File: src/core/csplk_pkg.sv
package csplk_pkg;
  localparam int CLK_MHZ = 100;
  localparam logic [7:0] ADDR_CFG0 = 8'h00;
  localparam logic [7:0] ADDR_CFG6 = 8'h06;
  localparam logic [7:0] ADDR_WDCTL = 8'h10;
  localparam logic [7:0] ADDR_SEC = 8'h11;
  localparam logic [7:0] ADDR_STAT = 8'h12;
  localparam logic [7:0] ADDR_IRQ = 8'h13;
  localparam int CFG0_CONV_BIT = 7;
  localparam int CFG6_LOWDUTY_BIT = 5;
  localparam logic [7:0] CFG0_RST = 8'h00;
  localparam logic [7:0] CFG6_RST = 8'h00;
  localparam logic [1:0] WD_CLEAR_CODE = 2'h1;
  localparam logic [3:0] MODE_OTG_A = 4'h9;
  localparam logic [3:0] MODE_OTG_B = 4'ha;
  localparam logic [3:0] DTL_WATCHDOG = 4'hb;
  localparam logic [3:0] DTL_THERMAL = 4'ha;
  localparam int US_RETRY = 468000;
  localparam int US_ON = 52000;
  localparam int US_OFF = 416000;
  localparam int US_ON_LOW = 1670;
  localparam int US_OFF_LOW = 104000;
  localparam int US_WATCHDOG = 80000000;
  localparam int NS_WAIT_EN = 100000;
  localparam int NS_LOW = 2000;
  localparam int NS_HIGH = 2000;
  localparam int NS_STOP = 100000;
  localparam int NS_OFF = 200000;
  localparam int TICK_CYC = CLK_MHZ;
  localparam int WAIT_CYC = NS_WAIT_EN / 10;
  localparam int LOW_CYC = NS_LOW / 10;
  localparam int HIGH_CYC = NS_HIGH / 10;
  localparam int STOP_CYC = NS_STOP / 10;
  localparam int OFF_CYC = NS_OFF / 10;
  localparam int STAGGER_CYC = WAIT_CYC + 64 * (LOW_CYC + HIGH_CYC) + STOP_CYC;
  typedef enum logic [2:0] {CSPLK_IDLE, CSPLK_WAIT, CSPLK_LOW, CSPLK_HIGH,
    CSPLK_STOP, CSPLK_OFF} csplk_swi_t;
endpackage

File: src/core/csplk_top.sv
// Design decisions made here: the register addresses and the strobed register port.
`timescale 1ns/1ps
module csplk_top import csplk_pkg::*; #(
  parameter int WD_US = US_WATCHDOG,
  parameter int ON_US = US_ON,
  parameter int OFF_US = US_OFF,
  parameter int RETRY_US = ON_US + OFF_US,
  parameter int ON_LOW_US = US_ON_LOW,
  parameter int OFF_LOW_US = OFF_US / 4,
  parameter int STAGGER = STAGGER_CYC
) (
  input wire logic i_clock,
  input wire logic i_rst_n,
  input wire logic [7:0] i_addr,
  input wire logic [7:0] i_wdata,
  input wire logic i_wr,
  input wire logic i_rd,
  output logic [7:0] o_rdata,
  input wire logic [2:0] i_chg_phase,
  input wire logic i_temp_fault,
  input wire logic i_otg_overload,
  input wire logic i_sense_sel,
  input wire logic [5:0] i_max_charge,
  input wire logic [1:0] i_sec_fault,
  output logic o_charger_on,
  output logic o_charger_irq,
  output logic o_boost_fault_irq,
  output logic o_sec_fault_irq,
  output logic o_reverse_boost,
  output logic o_outward_switch,
  output logic o_otg_current_limit_field_high,
  output logic o_ext_sense,
  output logic o_pulse_line_a,
  output logic o_pulse_line_b
);
  // Phase codes: 0 idle, 1 prequal, 2 cc, 3 cv, 4 topoff, 5 done, 6 timer fault.
  localparam int WD_TICKS = WD_US;
  initial begin
    if (WD_US < 2 || ON_LOW_US < 2 || STAGGER < 1 || OFF_LOW_US < 1 || RETRY_US < 1) begin
      $error("csplk_top: bad timing parameter");
    end
  end

  ////////////////////////////////////////////////////////////////////////////
  logic [7:0] cfg0_reg;
  logic [7:0] cfg6_reg;
  logic wd_en_reg;
  logic [5:0] sec_cc_reg;
  logic auto_dis_reg;
  logic [3:0] detail_reg;
  logic charger_ok_flag_reg;
  logic boost_ok_reg;
  logic [3:0] boost_dtl_reg;
  logic wd_expired_reg;
  logic thermal_reg;
  logic [6:0] tick_cnt_reg;
  logic tick;
  logic [31:0] wd_cnt_reg;
  logic wd_clear;
  logic [31:0] otg_cnt_reg;
  logic otg_latched_reg;
  logic otg_on_phase_reg;
  logic otg_retried_reg;
  logic wd_fire;
  logic [1:0] sec_irq_reg;
  logic reverse_mode;
  logic sec_enable;
  logic [5:0] sec_cmd;
  logic [3:0] mode;

  assign mode = cfg0_reg[3:0];
  assign wd_clear = i_wr && i_addr == ADDR_WDCTL && i_wdata[1:0] == WD_CLEAR_CODE;
  assign tick = tick_cnt_reg == 7'(TICK_CYC - 1);
  // Watchdog period has run out while the charger is in a supervised phase.
  assign wd_fire = wd_en_reg && wd_cnt_reg >= 32'(WD_TICKS) && i_chg_phase != 3'h0;
  assign reverse_mode = cfg0_reg[CFG0_CONV_BIT] && (mode == MODE_OTG_A || mode == MODE_OTG_B);
  assign sec_enable = (i_chg_phase == 3'h2 || i_chg_phase == 3'h3) && !thermal_reg &&
    !wd_expired_reg;
  assign sec_cmd = (auto_dis_reg || sec_cc_reg < i_max_charge) ? sec_cc_reg : i_max_charge;

  ////////////////////////////////////////////////////////////////////////////
  always_ff @(posedge i_clock) begin
    if (!i_rst_n) begin
      cfg0_reg <= CFG0_RST;
      cfg6_reg <= CFG6_RST;
      wd_en_reg <= 1'b0;
      sec_cc_reg <= 6'h00;
      auto_dis_reg <= 1'b0;
    end else if (i_wr) begin
      case (i_addr)
        ADDR_CFG0: cfg0_reg <= i_wdata;
        ADDR_CFG6: cfg6_reg <= i_wdata;
        ADDR_WDCTL: wd_en_reg <= i_wdata[7];
        ADDR_SEC: begin
          sec_cc_reg <= i_wdata[5:0];
          auto_dis_reg <= i_wdata[7];
        end
        default: ;
      endcase
    end
  end

  always_ff @(posedge i_clock) begin
    if (!i_rst_n) begin
      o_rdata <= 8'h00;
    end else if (i_rd) begin
      case (i_addr)
        ADDR_CFG0: o_rdata <= cfg0_reg;
        ADDR_CFG6: o_rdata <= cfg6_reg;
        ADDR_WDCTL: o_rdata <= {wd_en_reg, 6'h00, wd_expired_reg};
        ADDR_SEC: o_rdata <= {auto_dis_reg, 1'b0, sec_cc_reg};
        ADDR_STAT: o_rdata <= {charger_ok_flag_reg, boost_ok_reg, thermal_reg, 1'b0, detail_reg};
        ADDR_IRQ: o_rdata <= {2'h0, sec_irq_reg, boost_dtl_reg};
        default: o_rdata <= 8'h00;
      endcase
    end else begin
      o_rdata <= 8'h00;
    end
  end

  ////////////////////////////////////////////////////////////////////////////
  always_ff @(posedge i_clock) begin
    if (!i_rst_n || tick) begin
      tick_cnt_reg <= 7'h00;
    end else begin
      tick_cnt_reg <= tick_cnt_reg + 7'h01;
    end
  end

  always_ff @(posedge i_clock) begin
    if (!i_rst_n || wd_clear || !wd_en_reg) begin
      wd_cnt_reg <= 32'h0;
    end else if (tick && !thermal_reg && !wd_expired_reg) begin
      wd_cnt_reg <= wd_cnt_reg + 32'h1;
    end
  end

  always_ff @(posedge i_clock) begin
    if (!i_rst_n) begin
      wd_expired_reg <= 1'b0;
    end else if (wd_clear) begin
      wd_expired_reg <= 1'b0;
    end else if (wd_fire) begin
      wd_expired_reg <= 1'b1;
    end
  end

  always_ff @(posedge i_clock) begin
    if (!i_rst_n) begin
      thermal_reg <= 1'b0;
    end else begin
      thermal_reg <= i_temp_fault;
    end
  end

  always_ff @(posedge i_clock) begin
    if (!i_rst_n) begin
      detail_reg <= 4'h0;
      charger_ok_flag_reg <= 1'b1;
      o_charger_irq <= 1'b0;
    end else begin
      o_charger_irq <= (i_temp_fault && !thermal_reg) ||
        (wd_en_reg && wd_cnt_reg >= 32'(WD_TICKS) && i_chg_phase != 3'h0 && !wd_expired_reg);
      if (i_temp_fault && !thermal_reg) begin
        detail_reg <= DTL_THERMAL;
        charger_ok_flag_reg <= 1'b0;
      end else if (wd_en_reg && wd_cnt_reg >= 32'(WD_TICKS) && i_chg_phase != 3'h0) begin
        detail_reg <= DTL_WATCHDOG;
        charger_ok_flag_reg <= 1'b0;
      end else if (!thermal_reg && !wd_expired_reg) begin
        detail_reg <= {1'b0, i_chg_phase};
        charger_ok_flag_reg <= 1'b1;
      end
    end
  end

  always_ff @(posedge i_clock) begin
    if (!i_rst_n) begin
      o_charger_on <= 1'b0;
      o_ext_sense <= 1'b0;
      o_otg_current_limit_field_high <= 1'b0;
      o_reverse_boost <= 1'b0;
    end else begin
      o_charger_on <= !thermal_reg && !wd_expired_reg && !wd_fire && !i_temp_fault && !reverse_mode &&
        i_chg_phase != 3'h0 && i_chg_phase != 3'h6;
      o_ext_sense <= i_sense_sel;
      o_otg_current_limit_field_high <= cfg6_reg[1];
      o_reverse_boost <= reverse_mode;
    end
  end

  ////////////////////////////////////////////////////////////////////////////
  // overload latch
  always_ff @(posedge i_clock) begin
    if (!i_rst_n || !reverse_mode) begin
      otg_latched_reg <= 1'b0;
      otg_on_phase_reg <= 1'b0;
      otg_retried_reg <= 1'b0;
      otg_cnt_reg <= 32'h0;
      boost_ok_reg <= 1'b1;
      boost_dtl_reg <= 4'h0;
      o_boost_fault_irq <= 1'b0;
      o_outward_switch <= 1'b0;
    end else begin
      o_boost_fault_irq <= 1'b0;
      if (!otg_latched_reg) begin
        o_outward_switch <= !i_otg_overload;
        if (i_otg_overload) begin
          otg_latched_reg <= 1'b1;
          otg_on_phase_reg <= 1'b0;
          otg_retried_reg <= 1'b0;
          otg_cnt_reg <= 32'h0;
          boost_ok_reg <= 1'b0;
          boost_dtl_reg <= 4'h1;
          o_boost_fault_irq <= 1'b1;
        end else begin
          boost_ok_reg <= 1'b1;
          boost_dtl_reg <= 4'h0;
        end
      end else if (tick) begin
        otg_cnt_reg <= otg_cnt_reg + 32'h1;
        if (!otg_on_phase_reg && otg_cnt_reg + 32'h1 >= 32'(cfg6_reg[CFG6_LOWDUTY_BIT] ?
            OFF_LOW_US : (otg_retried_reg ? OFF_US : RETRY_US))) begin
          otg_on_phase_reg <= 1'b1;
          otg_cnt_reg <= 32'h0;
          o_outward_switch <= 1'b1;
        end else if (otg_on_phase_reg && otg_cnt_reg + 32'h1 >=
            32'(cfg6_reg[CFG6_LOWDUTY_BIT] ? ON_LOW_US : ON_US)) begin
          otg_cnt_reg <= 32'h0;
          otg_on_phase_reg <= 1'b0;
          otg_retried_reg <= 1'b1;
          o_outward_switch <= i_otg_overload ? 1'b0 : 1'b1;
          otg_latched_reg <= i_otg_overload;
        end
      end
    end
  end

  ////////////////////////////////////////////////////////////////////////////
  logic [31:0] stag_cnt_reg;
  logic b_go;
  always_ff @(posedge i_clock) begin
    if (!i_rst_n || !sec_enable) begin
      stag_cnt_reg <= 32'h0;
    end else if (stag_cnt_reg < 32'(STAGGER)) begin
      stag_cnt_reg <= stag_cnt_reg + 32'h1;
    end
  end
  assign b_go = stag_cnt_reg >= 32'(STAGGER);

  for (genvar g = 0; g < 2; g++) begin : g_line
    csplk_swi_t st_reg;
    logic [31:0] cnt_reg;
    logic [6:0] pulses_reg;
    logic [5:0] sent_reg;
    logic line_reg;
    logic go;
    assign go = g == 0 ? sec_enable : sec_enable && b_go;
    always_ff @(posedge i_clock) begin
      if (!i_rst_n) begin
        st_reg <= CSPLK_IDLE;
        cnt_reg <= 32'h0;
        pulses_reg <= 7'h0;
        sent_reg <= 6'h3f;
        line_reg <= 1'b0;
      end else begin
        cnt_reg <= cnt_reg + 32'h1;
        case (st_reg)
          CSPLK_IDLE: if (go) begin
            line_reg <= 1'b1;
            st_reg <= CSPLK_WAIT;
            cnt_reg <= 32'h0;
            sent_reg <= 6'h3f;
          end
          CSPLK_WAIT, CSPLK_STOP: begin
            if (!sec_enable) begin
              line_reg <= 1'b0;
              st_reg <= CSPLK_OFF;
              cnt_reg <= 32'h0;
            end else if (cnt_reg + 32'h1 >= 32'(st_reg == CSPLK_WAIT ? WAIT_CYC : STOP_CYC)
                && sec_cmd != sent_reg) begin
              pulses_reg <= 7'(sec_cmd) + 7'h1;
              sent_reg <= sec_cmd;
              line_reg <= 1'b0;
              st_reg <= CSPLK_LOW;
              cnt_reg <= 32'h0;
            end
          end
          CSPLK_LOW: if (cnt_reg + 32'h1 >= 32'(LOW_CYC)) begin
            line_reg <= 1'b1;
            pulses_reg <= pulses_reg - 7'h1;
            st_reg <= CSPLK_HIGH;
            cnt_reg <= 32'h0;
          end
          CSPLK_HIGH: if (pulses_reg == 7'h0) begin
            st_reg <= CSPLK_STOP;
            cnt_reg <= 32'h0;
          end else if (cnt_reg + 32'h1 >= 32'(HIGH_CYC)) begin
            line_reg <= 1'b0;
            st_reg <= CSPLK_LOW;
            cnt_reg <= 32'h0;
          end
          CSPLK_OFF: if (cnt_reg + 32'h1 >= 32'(OFF_CYC)) begin
            st_reg <= CSPLK_IDLE;
          end
          default: st_reg <= CSPLK_IDLE;
        endcase
      end
    end
  end
  assign o_pulse_line_a = g_line[0].line_reg;
  assign o_pulse_line_b = g_line[1].line_reg;

  always_ff @(posedge i_clock) begin
    if (!i_rst_n) begin
      sec_irq_reg <= 2'h0;
      o_sec_fault_irq <= 1'b0;
    end else begin
      sec_irq_reg <= i_sec_fault | ((i_rd && i_addr == ADDR_IRQ) ? 2'h0 : sec_irq_reg);
      o_sec_fault_irq <= |i_sec_fault;
    end
  end
endmodule // csplk_top

File: config.mk
export PLATFORM = sky130hd
export DESIGN_NAME = csplk_top
export DESIGN_NICKNAME = d
export VERILOG_FILES = /design/src/core/csplk_pkg.sv /design/src/core/csplk_top.sv
export SDC_FILE = /design/constraint.sdc
export NUM_CORES = 1
export LEC_CHECK = 0
export BUFFER_PORTS_ARGS = -buffer_cell sky130_fd_sc_hd__buf_2
export CORE_MARGIN = 4
export CORE_UTILIZATION = 36
export DETAILED_ROUTE_END_ITERATION = 7
export PLACE_DENSITY = 0.55
export SLEW_MARGIN = 40
export SYNTH_ARGS = -nofsm -noshare
export SYNTH_HDL_FRONTEND = slang
export SYNTH_SLANG_ARGS = --single-unit
File: constraint.sdc
create_clock -name i_clock -period 3.7 [get_ports i_clock]
set_input_delay 0.74 -clock i_clock [delete_from_list [all_inputs] [get_ports i_clock]]
set_output_delay 0.74 -clock i_clock [all_outputs]
set_load 0.02 [all_outputs]
# Word level (Yosys, flattened, before mapping)
# Index checks and enable logic that the tools add are counted.
[classes] add_sub_neg=9 n_lt_le_gt_ge=12 n_eq_ne=46 n_mux=95 bitwise=2 n_reduce_logical=81
[op_table] cell="2-to-1 mux 32 bit" count=15
[op_table] cell="case mux 32 bit (4 select lines)" count=2
[op_table] cell="adder 32 x 1 -> 32 bit, second input constant" count=5
[op_table] cell="greater-or-equal comparator 32 x 14 -> 1 bit, second input constant" count=2
[op_table] cell="greater-or-equal comparator 32 x 15 -> 1 bit, second input constant" count=2
[op_table] cell="greater-or-equal comparator 32 x 8 -> 1 bit, second input constant" count=2
[op_table] cell="case mux 8 bit (6 select lines)" count=1
[op_table] cell="2-to-1 mux 3 bit" count=14
[op_table] cell="2-to-1 mux 6 bit" count=7
[op_table] cell="2-to-1 mux 7 bit" count=6
[op_table] cell="2-to-1 mux 1 bit" count=35
[op_table] cell="== test 8 x 5 -> 1 bit, second input constant" count=4
[op_table] cell="greater-or-equal comparator 32 x 16 -> 1 bit" count=1
[op_table] cell="greater-or-equal comparator 32 x 16 -> 1 bit, second input constant" count=1
[op_table] cell="greater-or-equal comparator 32 x 19 -> 1 bit" count=1
[op_table] cell="greater-or-equal comparator 32 x 27 -> 1 bit, second input constant" count=1
[op_table] cell="less-than comparator 32 x 16 -> 1 bit, second input constant" count=1
[op_table] cell="inequality test 2 bit, second input constant" count=16
[op_table] cell="case mux 3 bit (5 select lines)" count=2
[op_table] cell="case mux 7 bit (2 select lines)" count=2
[op_table] cell="case mux 6 bit (2 select lines)" count=2
[op_table] cell="logical AND 1 bit" count=23
[op_table] cell="AND reduction 4 bit" count=5
[op_table] cell="2-to-1 mux 19 bit" count=1
[op_table] cell="36 further kinds" count=94
[totals] reg_bits=258 in_bits=34 word_cells=285

# Depth between registers and ports, before layout
# Gate-level depths: netlist of the first run.
[depth] depth_word=9 depth_mapped=18

# Worst setup path after synthesis of the first run
# Ideal clock, no wire load.
[synth_timing] path_kind="input port to flip-flop" start="input port i_max_charge[4]" end="register g_line[0].cnt_reg[0]" t_arrival_ns=3.742 setup_slack_ns=-0.168 cell_stages=15 n_path_buf=2 cell_sequence="inv_1 ha_1 a211oi_1 nor3_1 a21o_1 clkbuf_1 mux2i_1 clkinv_1 xnor2_1 nand4_1 o22ai_1 a21boi_1 o31ai_1 clkbuf_1 nor2_1"
[synth_between] elab_chain_cells=8
[synth_rtl] element="start, declared" line="csplk_top.sv:23" rtl="input wire logic [5:0] i_max_charge,"
[synth_rtl] element="less-than comparator 6 bit" line="csplk_top.sv:79" rtl="assign sec_cmd = (auto_dis_reg || sec_cc_reg < i_max_charge) ? sec_cc_reg : i_max_charge;"
[synth_rtl] element="logical OR 1 bit" line="csplk_top.sv:79"
[synth_rtl] element="2-to-1 mux 6 bit *" line="csplk_top.sv:79"
[synth_rtl] element="inequality test 6 bit *" line="csplk_top.sv:281" rtl="&& sec_cmd != sent_reg) begin"
[synth_rtl] element="logical AND 1 bit *" line="csplk_top.sv:281"
[synth_rtl] element="2-to-1 mux 32 bit *" line="csplk_top.sv:280" rtl="end else if (cnt_reg + 32'h1 >= 32'(st_reg == CSPLK_WAIT ? WAIT_CYC : STOP_CYC)"
[synth_rtl] element="2-to-1 mux 32 bit *" line="csplk_top.sv:276" rtl="if (!sec_enable) begin"
[synth_rtl] element="case mux 32 bit (4 select lines) *" line="csplk_top.sv:268" rtl="case (st_reg)"
[synth_rtl] element="end signal, assigned" line="csplk_top.sv:267" rtl="cnt_reg <= cnt_reg + 32'h1;"
[synth_rtl] element="end, declared" line="csplk_top.sv:253" rtl="logic [31:0] cnt_reg;"
# Mark *: on every way between the ends. The rest lies on a longest branch, timed or not.
# A chain may end at the register's enable or synchronous reset.

# Worst setup path in the final report of the first run
[layout_timing] start="register g_line[0].cnt_reg[0]" end="register g_line[0].cnt_reg[31]"
[layout_between] elab_chain_cells=6 elab_cells_between_ends=10 cone_classes="add/sub (1); order compare (2); mux (6); reduce/logical (1)"
[layout_rtl] element="adder 32 x 1 -> 32 bit *"
[layout_rtl] element="greater-or-equal comparator 32 x 14 -> 1 bit" line="csplk_top.sv:280"
[layout_rtl] element="logical AND 1 bit" line="csplk_top.sv:281"
[layout_rtl] element="2-to-1 mux 32 bit" line="csplk_top.sv:280"
[layout_rtl] element="2-to-1 mux 32 bit" line="csplk_top.sv:276"
[layout_rtl] element="case mux 32 bit (4 select lines) *" line="csplk_top.sv:268"
# Marks and branches as above.

==> reports/metrics.yaml, run 1 <==
cp.required_ns: 4.20
final_nets: 1934
tightest_slew_ns: 0.670
multiInputGateArea_um2: 8580
rows: 72
regArea_um2: 5110
yosys.area.top_type_share_pct: 35.7
setup_slack_ns: 0.259
worstPathMaxFanout: 24
grt_pass1_wl_um: 61300
critPathCaptureType: "flip-flop"
hold_buffers: 0
dieArea_um2: 42900
p_sw_w: 0.00175
gp_congestion: 0.845
syn2layout_area_growth_pct: 16.1
hp-start: "i_sense_sel"
via_count: 12900
start_util_pct: 36.7
power_density_nw_per_um2: 410
setup_viol: 0
ys.flop_type: "dfxtp_1"
yosysTopAreaCell: "dfxtp_1"
fin_crit_sh_pct: 93.0
post-cts-setup-buffers: 0
vdd_drop_max_uv: 305
synthTopCellsByArea: "dfxtp_1 36%, nor2_1 5.4%, xor2_1 4.9%"
clk_path_buf_depth: 3
period_needed_ns: 3.44
hpwl_um: 27100
ys_ff_latch: 255
status: "complete, no violations"
layout-drive-gt1-share_pct: 12.9
p_comb_share_pct: 10.8
yosysMostFrequentCell: "dfxtp_1"
grt-ovfl-total: 0
cts_buffers: 30
slew_headroom_pct: 55.2
ys_warn_count: 0
synthArstFlopShare_pct: 0
io_pins: 52
critical_path_class: "flip-flop to flip-flop"
clk_pin_slew_worst_paths_ns: 0.06
fin_area_um2: 16600
drt_iter0_markers: 733
cts.sinks: 255
critical_path.startpoint: "g_line[0].cnt_reg[0]"
pre_cts_slack_ns: -0.134
synthTopCellsByCount: "255 x dfxtp_1, 206 x nor2_1, 167 x nand2_1, 108 x a21oi_1, 99 x nand3_1"
synthesis.nets: 1872
swShare_pct: 25.8
syn_inst: 1795
largest_reg_flops: 64
viasPerCell: 5.37
fp.dieW_um: 207
cts_max_level: 1
timing.rr.start: "g_line[0].cnt_reg[0]"
wire_per_inst_um: 15.4
routed_wl_um: 36800
p_seq_share_pct: 43.5
fmax_mhz: 291
ys_seq_area_share_pct: 35.7
p_clk_share_pct: 45.7
clk_root_buffer_cell: "clkbuf_16"
synth-edff-count: 0
hold_viol: 0
fillers: 3887
grtUsageTotal_pct: 16.4
core_um2: 38900
drtPass1Iterations: 5
rsz0062_at_grt: "false"
skew_ns: 0.0121
cts_tree: "built"
max_cap_violations: 0
totalPowerFinal_w: 0.00680
syn_area_um2: 14300
power.internal_w: 0.00505
syn_area_per_cell_um2: 7.96
crit_arrival_ns: 3.94
maxSlewViolCount: 0
synth_cell_type_count: 92
drc: 0
antenna_found_initial: 8
dieHeight_um: 207
antenna_left: 0
grt_pass1_vias: 12200
place_area_um2: 15500
grt_max_degree: 50
finalHoldWorstSlack_ns: 0.386
clkLatencyLatePin_ns: 0.56
finish.utilization_pct: 42.6
start_kind: "flip-flop"
io_buffers: 51
min_path_type: "primary input to flip-flop"
power_leakage_nw: 6.23
metal layers:
layer	up-vias	GRT usage [%]	share of wire (%)
met1	5987	22.6	47
li1	6552	-	-
met3	72	3.36	5.3
met5	-	0	0.12
met2	257	26.6	45
met4	8	4.04	2.1
stage by stage:
stage / TNS [ns] / std cells
after floorplan: 0 / 1795
after global placement: -0.290 / 2343
after detailed placement: -1.29 / 2343
after CTS: 0 / 2397
after global routing: 0 / 2399
final: 0 / 2399
critical path, stage by stage, from the launching register on:
cell and delay [ns]:
dfxtp_1 0.41, ha_1 0.33, and3_2 0.36, nand3_1 0.15, or2_2 0.34, o21ai_0 0.26
and4_1 0.29, nand3_1 0.16, o22ai_1 0.24, a21boi_1 0.36, o31ai_4 0.14, buf_12 0.20
nor2_1 0.12
kinds of logic (layout without fill, tap and decap cells):
kind of cell | Yosys count | after routing | synth area share [%]
and+or+nand+nor | 812 | 812 | 29.1
AOI/OAI and AO/OA | 352 | 352 | 16.3
DFF | 255 | 255 | 35.7
buffers and inverters | 168 | 252 | 4.82
xor gates and xnor gates | 142 | 142 | 8.71
adders and majority gates | 43 | 43 | 3.77
muxes | 23 | 23 | 1.62
other | 0 | 2 | 0
placed cells by master, fill, tap and decap left out, types with 15 or more instances in the layout:
cell type | netlist | routed
nand3_1 | 99 | 99
buf_4 | 3 | 86
o31ai_1 | 16 | 15
nor4_1 | 25 | 24
ha_1 | 43 | 43
nand4_1 | 50 | 50
buf_2 | 24 | 51
inv_1 | 56 | 55
nor3_1 | 54 | 52
or3_1 | 29 | 29
dfxtp_1 | 255 | 253
and2_1 | 29 | 29
clkbuf_16 | 0 | 31
nand2_1 | 167 | 167
a211oi_1 | 18 | 17
nor2_1 | 206 | 205
o21ai_0 | 55 | 54
mux2i_1 | 22 | 19
and3_1 | 51 | 49
nand2b_1 | 16 | 16
xor2_1 | 80 | 80
a31oi_1 | 18 | 17
a21oi_1 | 108 | 108
xnor2_1 | 62 | 61
layout make-up:
type	count	share of cell area, %
Timing Repair Buffer	140	5.80
Clock buffer	41	5.33
Multi-Input combinational cell	1372	51.8
Inverter	58	1.31
Tap cell	518	3.91
Clock inverter	13	1.06
Antenna cell	2	0.0302
Sequential cell	255	30.8
worst paths after layout:
path,to,slack (ns),depth (start not counted)
setup / recovery,g_line[0].cnt_reg[31],0.26,12
setup reg to reg,g_line[0].cnt_reg[31],0.26,12
hold / removal,o_ext_sense,0.39,2
hold reg to reg,cfg0_reg[4],0.46,2
timing repair:
action | in CTS | in global routing
gates resized for setup | 0 | 13
hold endpoints to repair | 0 | 0
setup endpoints to repair | 0 | 39
power groups by stage:
stage,Clock [W],Combinational (W),Sequential (W)
global route,0.00331,0.000815,0.00297
floorplan,0,0.000547,0.00293
CTS,0.00322,0.000744,0.00295
finish,0.00311,0.000735,0.00296
detailed placement,0,0.000741,0.00301
global placement,0,0.000736,0.00301
(Power assumes the default switching activity.)
==> inputs of run 2 (changes only) <==
--- a/config.mk
+++ b/config.mk
@@ -7,9 +7,9 @@
 export LEC_CHECK = 0
 export BUFFER_PORTS_ARGS = -buffer_cell sky130_fd_sc_hd__buf_2
 export CORE_MARGIN = 4
-export CORE_UTILIZATION = 36
+export CORE_UTILIZATION = 50
 export DETAILED_ROUTE_END_ITERATION = 7
-export PLACE_DENSITY = 0.55
+export PLACE_DENSITY = 0.71
 export SLEW_MARGIN = 40
 export SYNTH_ARGS = -nofsm -noshare
 export SYNTH_HDL_FRONTEND = slang
==> run 2 against run 1 <==
Largest cell class unchanged; total power down 2.5%; final area down 2.1%; non-clock buffer count down 18; register-to-register slack worse by 0.03 ns; clock skew down 0.0010 ns; critical path depth down 1; worst setup slack worse by 0.032 ns.
==> reports/metrics.yaml, run 2 (synthesis gave the netlist of run 1 again) <==
status: "complete, no violations"
power_density_nw_per_um2: 409
multiInputGateArea_um2: 8610
p_comb_share_pct: 10.8
max_cap_violations: 0
placed_cells: 2184
antenna_found_initial: 0
power_leakage_nw: 6.07
layout-drive-gt1-share_pct: 12.5
start_kind: "flip-flop"
p_sw_w: 0.00170
final_nets: 1914
grt_pass1_vias: 12200
grt-ovfl-total: 0
critPathCaptureType: "flip-flop"
largest_reg_flops: 64
cts_max_level: 1
io_pins: 52
dieArea_um2: 31300
skew_ns: 0.0111
power.internal_w: 0.00493
diodes: 0
min_path_type: "primary input to flip-flop"
hold_viol: 0
critical_path_buf_inv_count: 0
slew_headroom_pct: 59.0
critPathMaxStageDelay_ns: 0.53
rsz0062_at_grt: "true"
hpwl_um: 25100
crit_chain: "ha_1 -> nand4_2 -> or3_1 -> nor4_2 -> a211oi_1 -> o221a_1 -> and3_1 -> or4_1 -> and3b_2 -> a211o_1 -> a21oi_1"
vdd_drop_max_uv: 405
path_delay_family: "simple AND/OR/NAND/NOR gates"
wire_per_inst_um: 15.6
fp.dieW_um: 177
clk_root_buffer_cell: "clkbuf_16"
drc: 0
core_um2: 28000
p_clk_share_pct: 44.6
via_count: 13000
clkLatencyLatePin_ns: 0.54
pre_cts_slack_ns: -0.258
start_util_pct: 51.0
rows: 61
regArea_um2: 5110
drtPass1Iterations: 5
swShare_pct: 25.7
final_cell_mix: "252 x dfxtp_1, 204 x nor2_1, 167 x nand2_1"
clk_pin_slew_worst_paths_ns: 0.06
critical_path_class: "flip-flop to flip-flop"
syn2layout_area_growth_pct: 13.7
cts_tree: "built"
fillers: 2577
clk_path_buf_depth: 3
period_needed_ns: 3.47
fmax_mhz: 288
grt_max_degree: 41
routed_wl_um: 34900
worstPathMaxFanout: 12
fin_crit_sh_pct: 93.9
io_buffers: 51
antenna_left: 0
maxSlewViolCount: 0
cp_slowest_cell: "or3_1"
hold_buffers: 0
cts_buffers: 28
setup_viol: 0
cp.required_ns: 4.17
drt_iter0_markers: 1077
grt_pass1_wl_um: 58500
crit_arrival_ns: 3.95
final_common_cell: "dfxtp_1"
tightest_slew_ns: 0.613
gp_congestion: 0.878
p_seq_share_pct: 44.5
layout.cells.non_filler: 2237
dieHeight_um: 177
grtUsageTotal_pct: 21.7
totalPowerFinal_w: 0.00663
setup_slack_ns: 0.227
viasPerCell: 5.80
cts.sinks: 255
==> run 2: changes by cell type in the layout (fill, tap and decap cells not counted), moves of 3 or more <==
cell,change
nor4_2,+3
buf_4,-18
nand3_1,-3
nand3_2,+3
clkbuf_16,-3
==> run 2: cell type report <==
type                            count  share of cell area (%)
Tap cell                          378                    2.91
Timing Repair Buffer              122                    5.09
Inverter                           58                    1.34
Clock inverter                     12                    1.07
Clock buffer                       40                    5.09
Sequential cell                   255                    31.5
Multi-Input combinational cell   1372                    53.0
==> run 2: power groups by stage <==
| stage | sequential [W] | clock, W | combinational [W] |
|---|---|---|---|
| after floorplan | 0.00293 | 0 | 0.000547 |
| after global placement | 0.00301 | 0 | 0.000698 |
| after detailed placement | 0.00301 | 0 | 0.000713 |
| after CTS | 0.00295 | 0.00304 | 0.000717 |
| after global routing | 0.00297 | 0.00316 | 0.000804 |
| final | 0.00295 | 0.00296 | 0.000717 |
==> run 2: repair_timing <==
action	4_1_cts	5_1_grt
setup endpoints to repair	0	69
setup buffers	0	1
gates resized for setup	0	21
==> run 2: stage by stage <==
stage	hold slack [ns]	utilization [%]	instance area (um^2)	setup TNS (ns)
floorplan	0.430	-	14300	0
global placement	0.442	54.1	15100	-0.830
detailed placement	0.448	54.1	15100	-2.31
CTS	0.404	57.6	16100	0
global route	0.409	57.9	16200	-0.0283
finish	0.429	57.9	16200	0
==> run 2: path summary, 6_finish.rpt <==
path                         from                      end  slack, ns  cells after the start
max reg2reg  g_line[1].cnt_reg[0]  g_line[1].pulses_reg[0]       0.23                     11
min reg2reg           cfg0_reg[5]              cfg0_reg[5]       0.46                      2
min                  i_temp_fault              thermal_reg       0.43                      2
max          g_line[1].cnt_reg[0]  g_line[1].pulses_reg[0]       0.23                     11
==> run 2: metal layers <==
| metal | GRT usage, % | share of wire (%) | vias to the layer above |
|---|---|---|---|
| met1 | 30.2 | 47 | 6148 |
| met4 | 5.71 | 2.4 | 0 |
| met3 | 2.63 | 4.0 | 62 |
| met2 | 35.9 | 47 | 270 |
| met5 | 0 | 0 | - |
| li1 | - | - | 6505 |
==> inputs of run 3 (changes only) <==
--- a/config.mk
+++ b/config.mk
@@ -6,10 +6,12 @@
 export NUM_CORES = 1
 export LEC_CHECK = 0
 export BUFFER_PORTS_ARGS = -buffer_cell sky130_fd_sc_hd__buf_2
+export CAP_MARGIN = 20
 export CORE_MARGIN = 4
 export CORE_UTILIZATION = 50
 export DETAILED_ROUTE_END_ITERATION = 7
 export PLACE_DENSITY = 0.71
+export REMOVE_ABC_BUFFERS = 1
 export SLEW_MARGIN = 40
 export SYNTH_ARGS = -nofsm -noshare
 export SYNTH_HDL_FRONTEND = slang
==> run 3 against run 2 <==
Clock power hardly changed; first-iteration DRC count is 1.0% higher; routed wire length is 0.23% lower; critical path type unchanged; sequential share of layout area is 0.50 points lower.
==> reports/metrics.yaml, run 3 (synthesis gave the netlist of run 1 again) <==
fmax_mhz: 284
swShare_pct: 25.2
wire_per_inst_um: 15.4
final_cell_mix: "250 x dfxtp_1, 203 x nor2_1, 167 x nand2_1"
layout-drive-gt1-share_pct: 13.8
routed_wl_um: 34800
syn2layout_area_growth_pct: 15.6
status: "complete, no violations"
fillers: 2509
slew_headroom_pct: 49.7
finalSetupTns_ns: 0
min_path_type: "primary input to flip-flop"
p_seq_share_pct: 44.5
gp_congestion: 0.886
hold_viol: 0
layout.cells.non_filler: 2265
grt_pass1_vias: 12200
io_buffers: 51
met1_usage_pct: 29.5
viasPerCell: 5.77
rsz0062_at_grt: "true"
clk_root_buffer_cell: "clkbuf_16"
final_nets: 1942
hold_buffers: 0
p_sw_w: 0.00167
p_comb_share_pct: 11.0
antenna_left: 0
core_um2: 28000
largest_reg_flops: 64
final_common_cell: "dfxtp_1"
hpwl_um: 25000
drt_iter0_markers: 1088
tightest_slew_ns: 0.753
power_leakage_nw: 6.24
grt_max_degree: 33
worstPathMaxFanout: 6
pre_cts_slack_ns: -0.0492
fin_area_um2: 16500
clkLatencyLatePin_ns: 0.54
finish.utilization_pct: 58.9
crit_arrival_ns: 3.98
setup_slack_ns: 0.174
cts_buffers: 28
critPathCaptureType: "flip-flop"
placed_cells: 2210
grtUsageTotal_pct: 21.6
use_met3_pct: 3.50
clk_path_buf_depth: 3
vdd_drop_max_uv: 300
cts_max_level: 1
grt_use_met2_pct: 36.0
cts_tree: "built"
grt_pass1_wl_um: 58300
dieHeight_um: 177
via_count: 13100
max_cap_violations: 0
start_kind: "flip-flop"
antenna_found_initial: 5
p_clk_share_pct: 44.4
io_pins: 52
start_util_pct: 51.0
critical_path_class: "flip-flop to flip-flop"
top_usage_layer: "met2"
fin_crit_sh_pct: 95.3
clk_pin_slew_worst_paths_ns: 0.06
cp.required_ns: 4.15
dieArea_um2: 31300
place_area_um2: 15300
rows: 61
maxSlewViolCount: 0
drc: 0
setup_viol: 0
power_density_nw_per_um2: 400
drtPass1Iterations: 7
period_needed_ns: 3.53
skew_ns: 0.0141
fp.dieW_um: 177
power.internal_w: 0.00494
grt-ovfl-total: 0
cts.sinks: 255
run 3: cell count changes in the layout (fill, tap and decap cells not counted), sizes merged:
cell	delta
buf	+26
clkinv	-4
clkbuf	+3
clkinvlp	+2
diode	+1
run 3: what timing repair did:
item                       in CTS  in global routing
setup endpoints to repair       0                 73
gates resized for setup         0                 32
setup buffers                   0                  1
run 3: power groups by stage:
stage / clock, W / combinational [W] / sequential, W
2_1_floorplan: 0 / 0.000429 / 0.00299
3_3_place_gp: 0 / 0.000711 / 0.00300
3_5_place_dp: 0 / 0.000726 / 0.00300
4_1_cts: 0.00302 / 0.000730 / 0.00294
5_1_grt: 0.00313 / 0.000816 / 0.00296
6_report: 0.00294 / 0.000729 / 0.00294
run 3: final timing paths:
check | startpoint | end | slack (ns) | cells after the start
worst max-delay path | otg_cnt_reg[0] | otg_cnt_reg[7] | 0.17 | 18
worst min register to register | cfg0_reg[4] | cfg0_reg[4] | 0.46 | 2
worst min-delay path | i_sense_sel | o_ext_sense | 0.42 | 2
worst max register to register | otg_cnt_reg[0] | otg_cnt_reg[7] | 0.17 | 18
run 3: layout make-up:
cell class	count	area [um^2]	share of cell area (%)
Antenna cell	1	2.50	0.0152
Multi-Input combinational cell	1372	8630	52.3
Sequential cell	255	5110	31.0
Clock inverter	10	158	0.955
Timing Repair Buffer	150	1090	6.59
Inverter	58	218	1.32
Tap cell	378	473	2.86
Clock buffer	41	831	5.03
run 3: per-stage QoR:
| step | hold slack (ns) | power (W) |
|---|---|---|
| floorplan | 0.430 | 0.00342 |
| global placement | 0.442 | 0.00371 |
| detailed placement | 0.451 | 0.00373 |
| CTS | 0.394 | 0.00669 |
| global route | 0.412 | 0.00691 |
| finish | 0.417 | 0.00661 |
run 3: critical path, stage by stage, from the launching register on:
cell and delay, ns:
dfxtp_2 0.36, ha_2 0.26, and3_1 0.23, nand3_1 0.17, nor3_2 0.19, xor2_1 0.26, ha_1 0.29, a21o_1 0.17
a21oi_2 0.14, o41a_1 0.15, o31ai_2 0.09, nor4_1 0.23, a41oi_1 0.07, buf_4 0.17, nor3_4 0.19, buf_12 0.15
buf_12 0.12, a21oi_1 0.07, o22ai_1 0.14
run 3: per-layer routing:
layer | up-vias | part of all wire [%]
met2 | 330 | 46
met5 | - | 0.12
met3 | 68 | 6.0
li1 | 6563 | -
met4 | 8 | 2.5
met1 | 6103 | 45
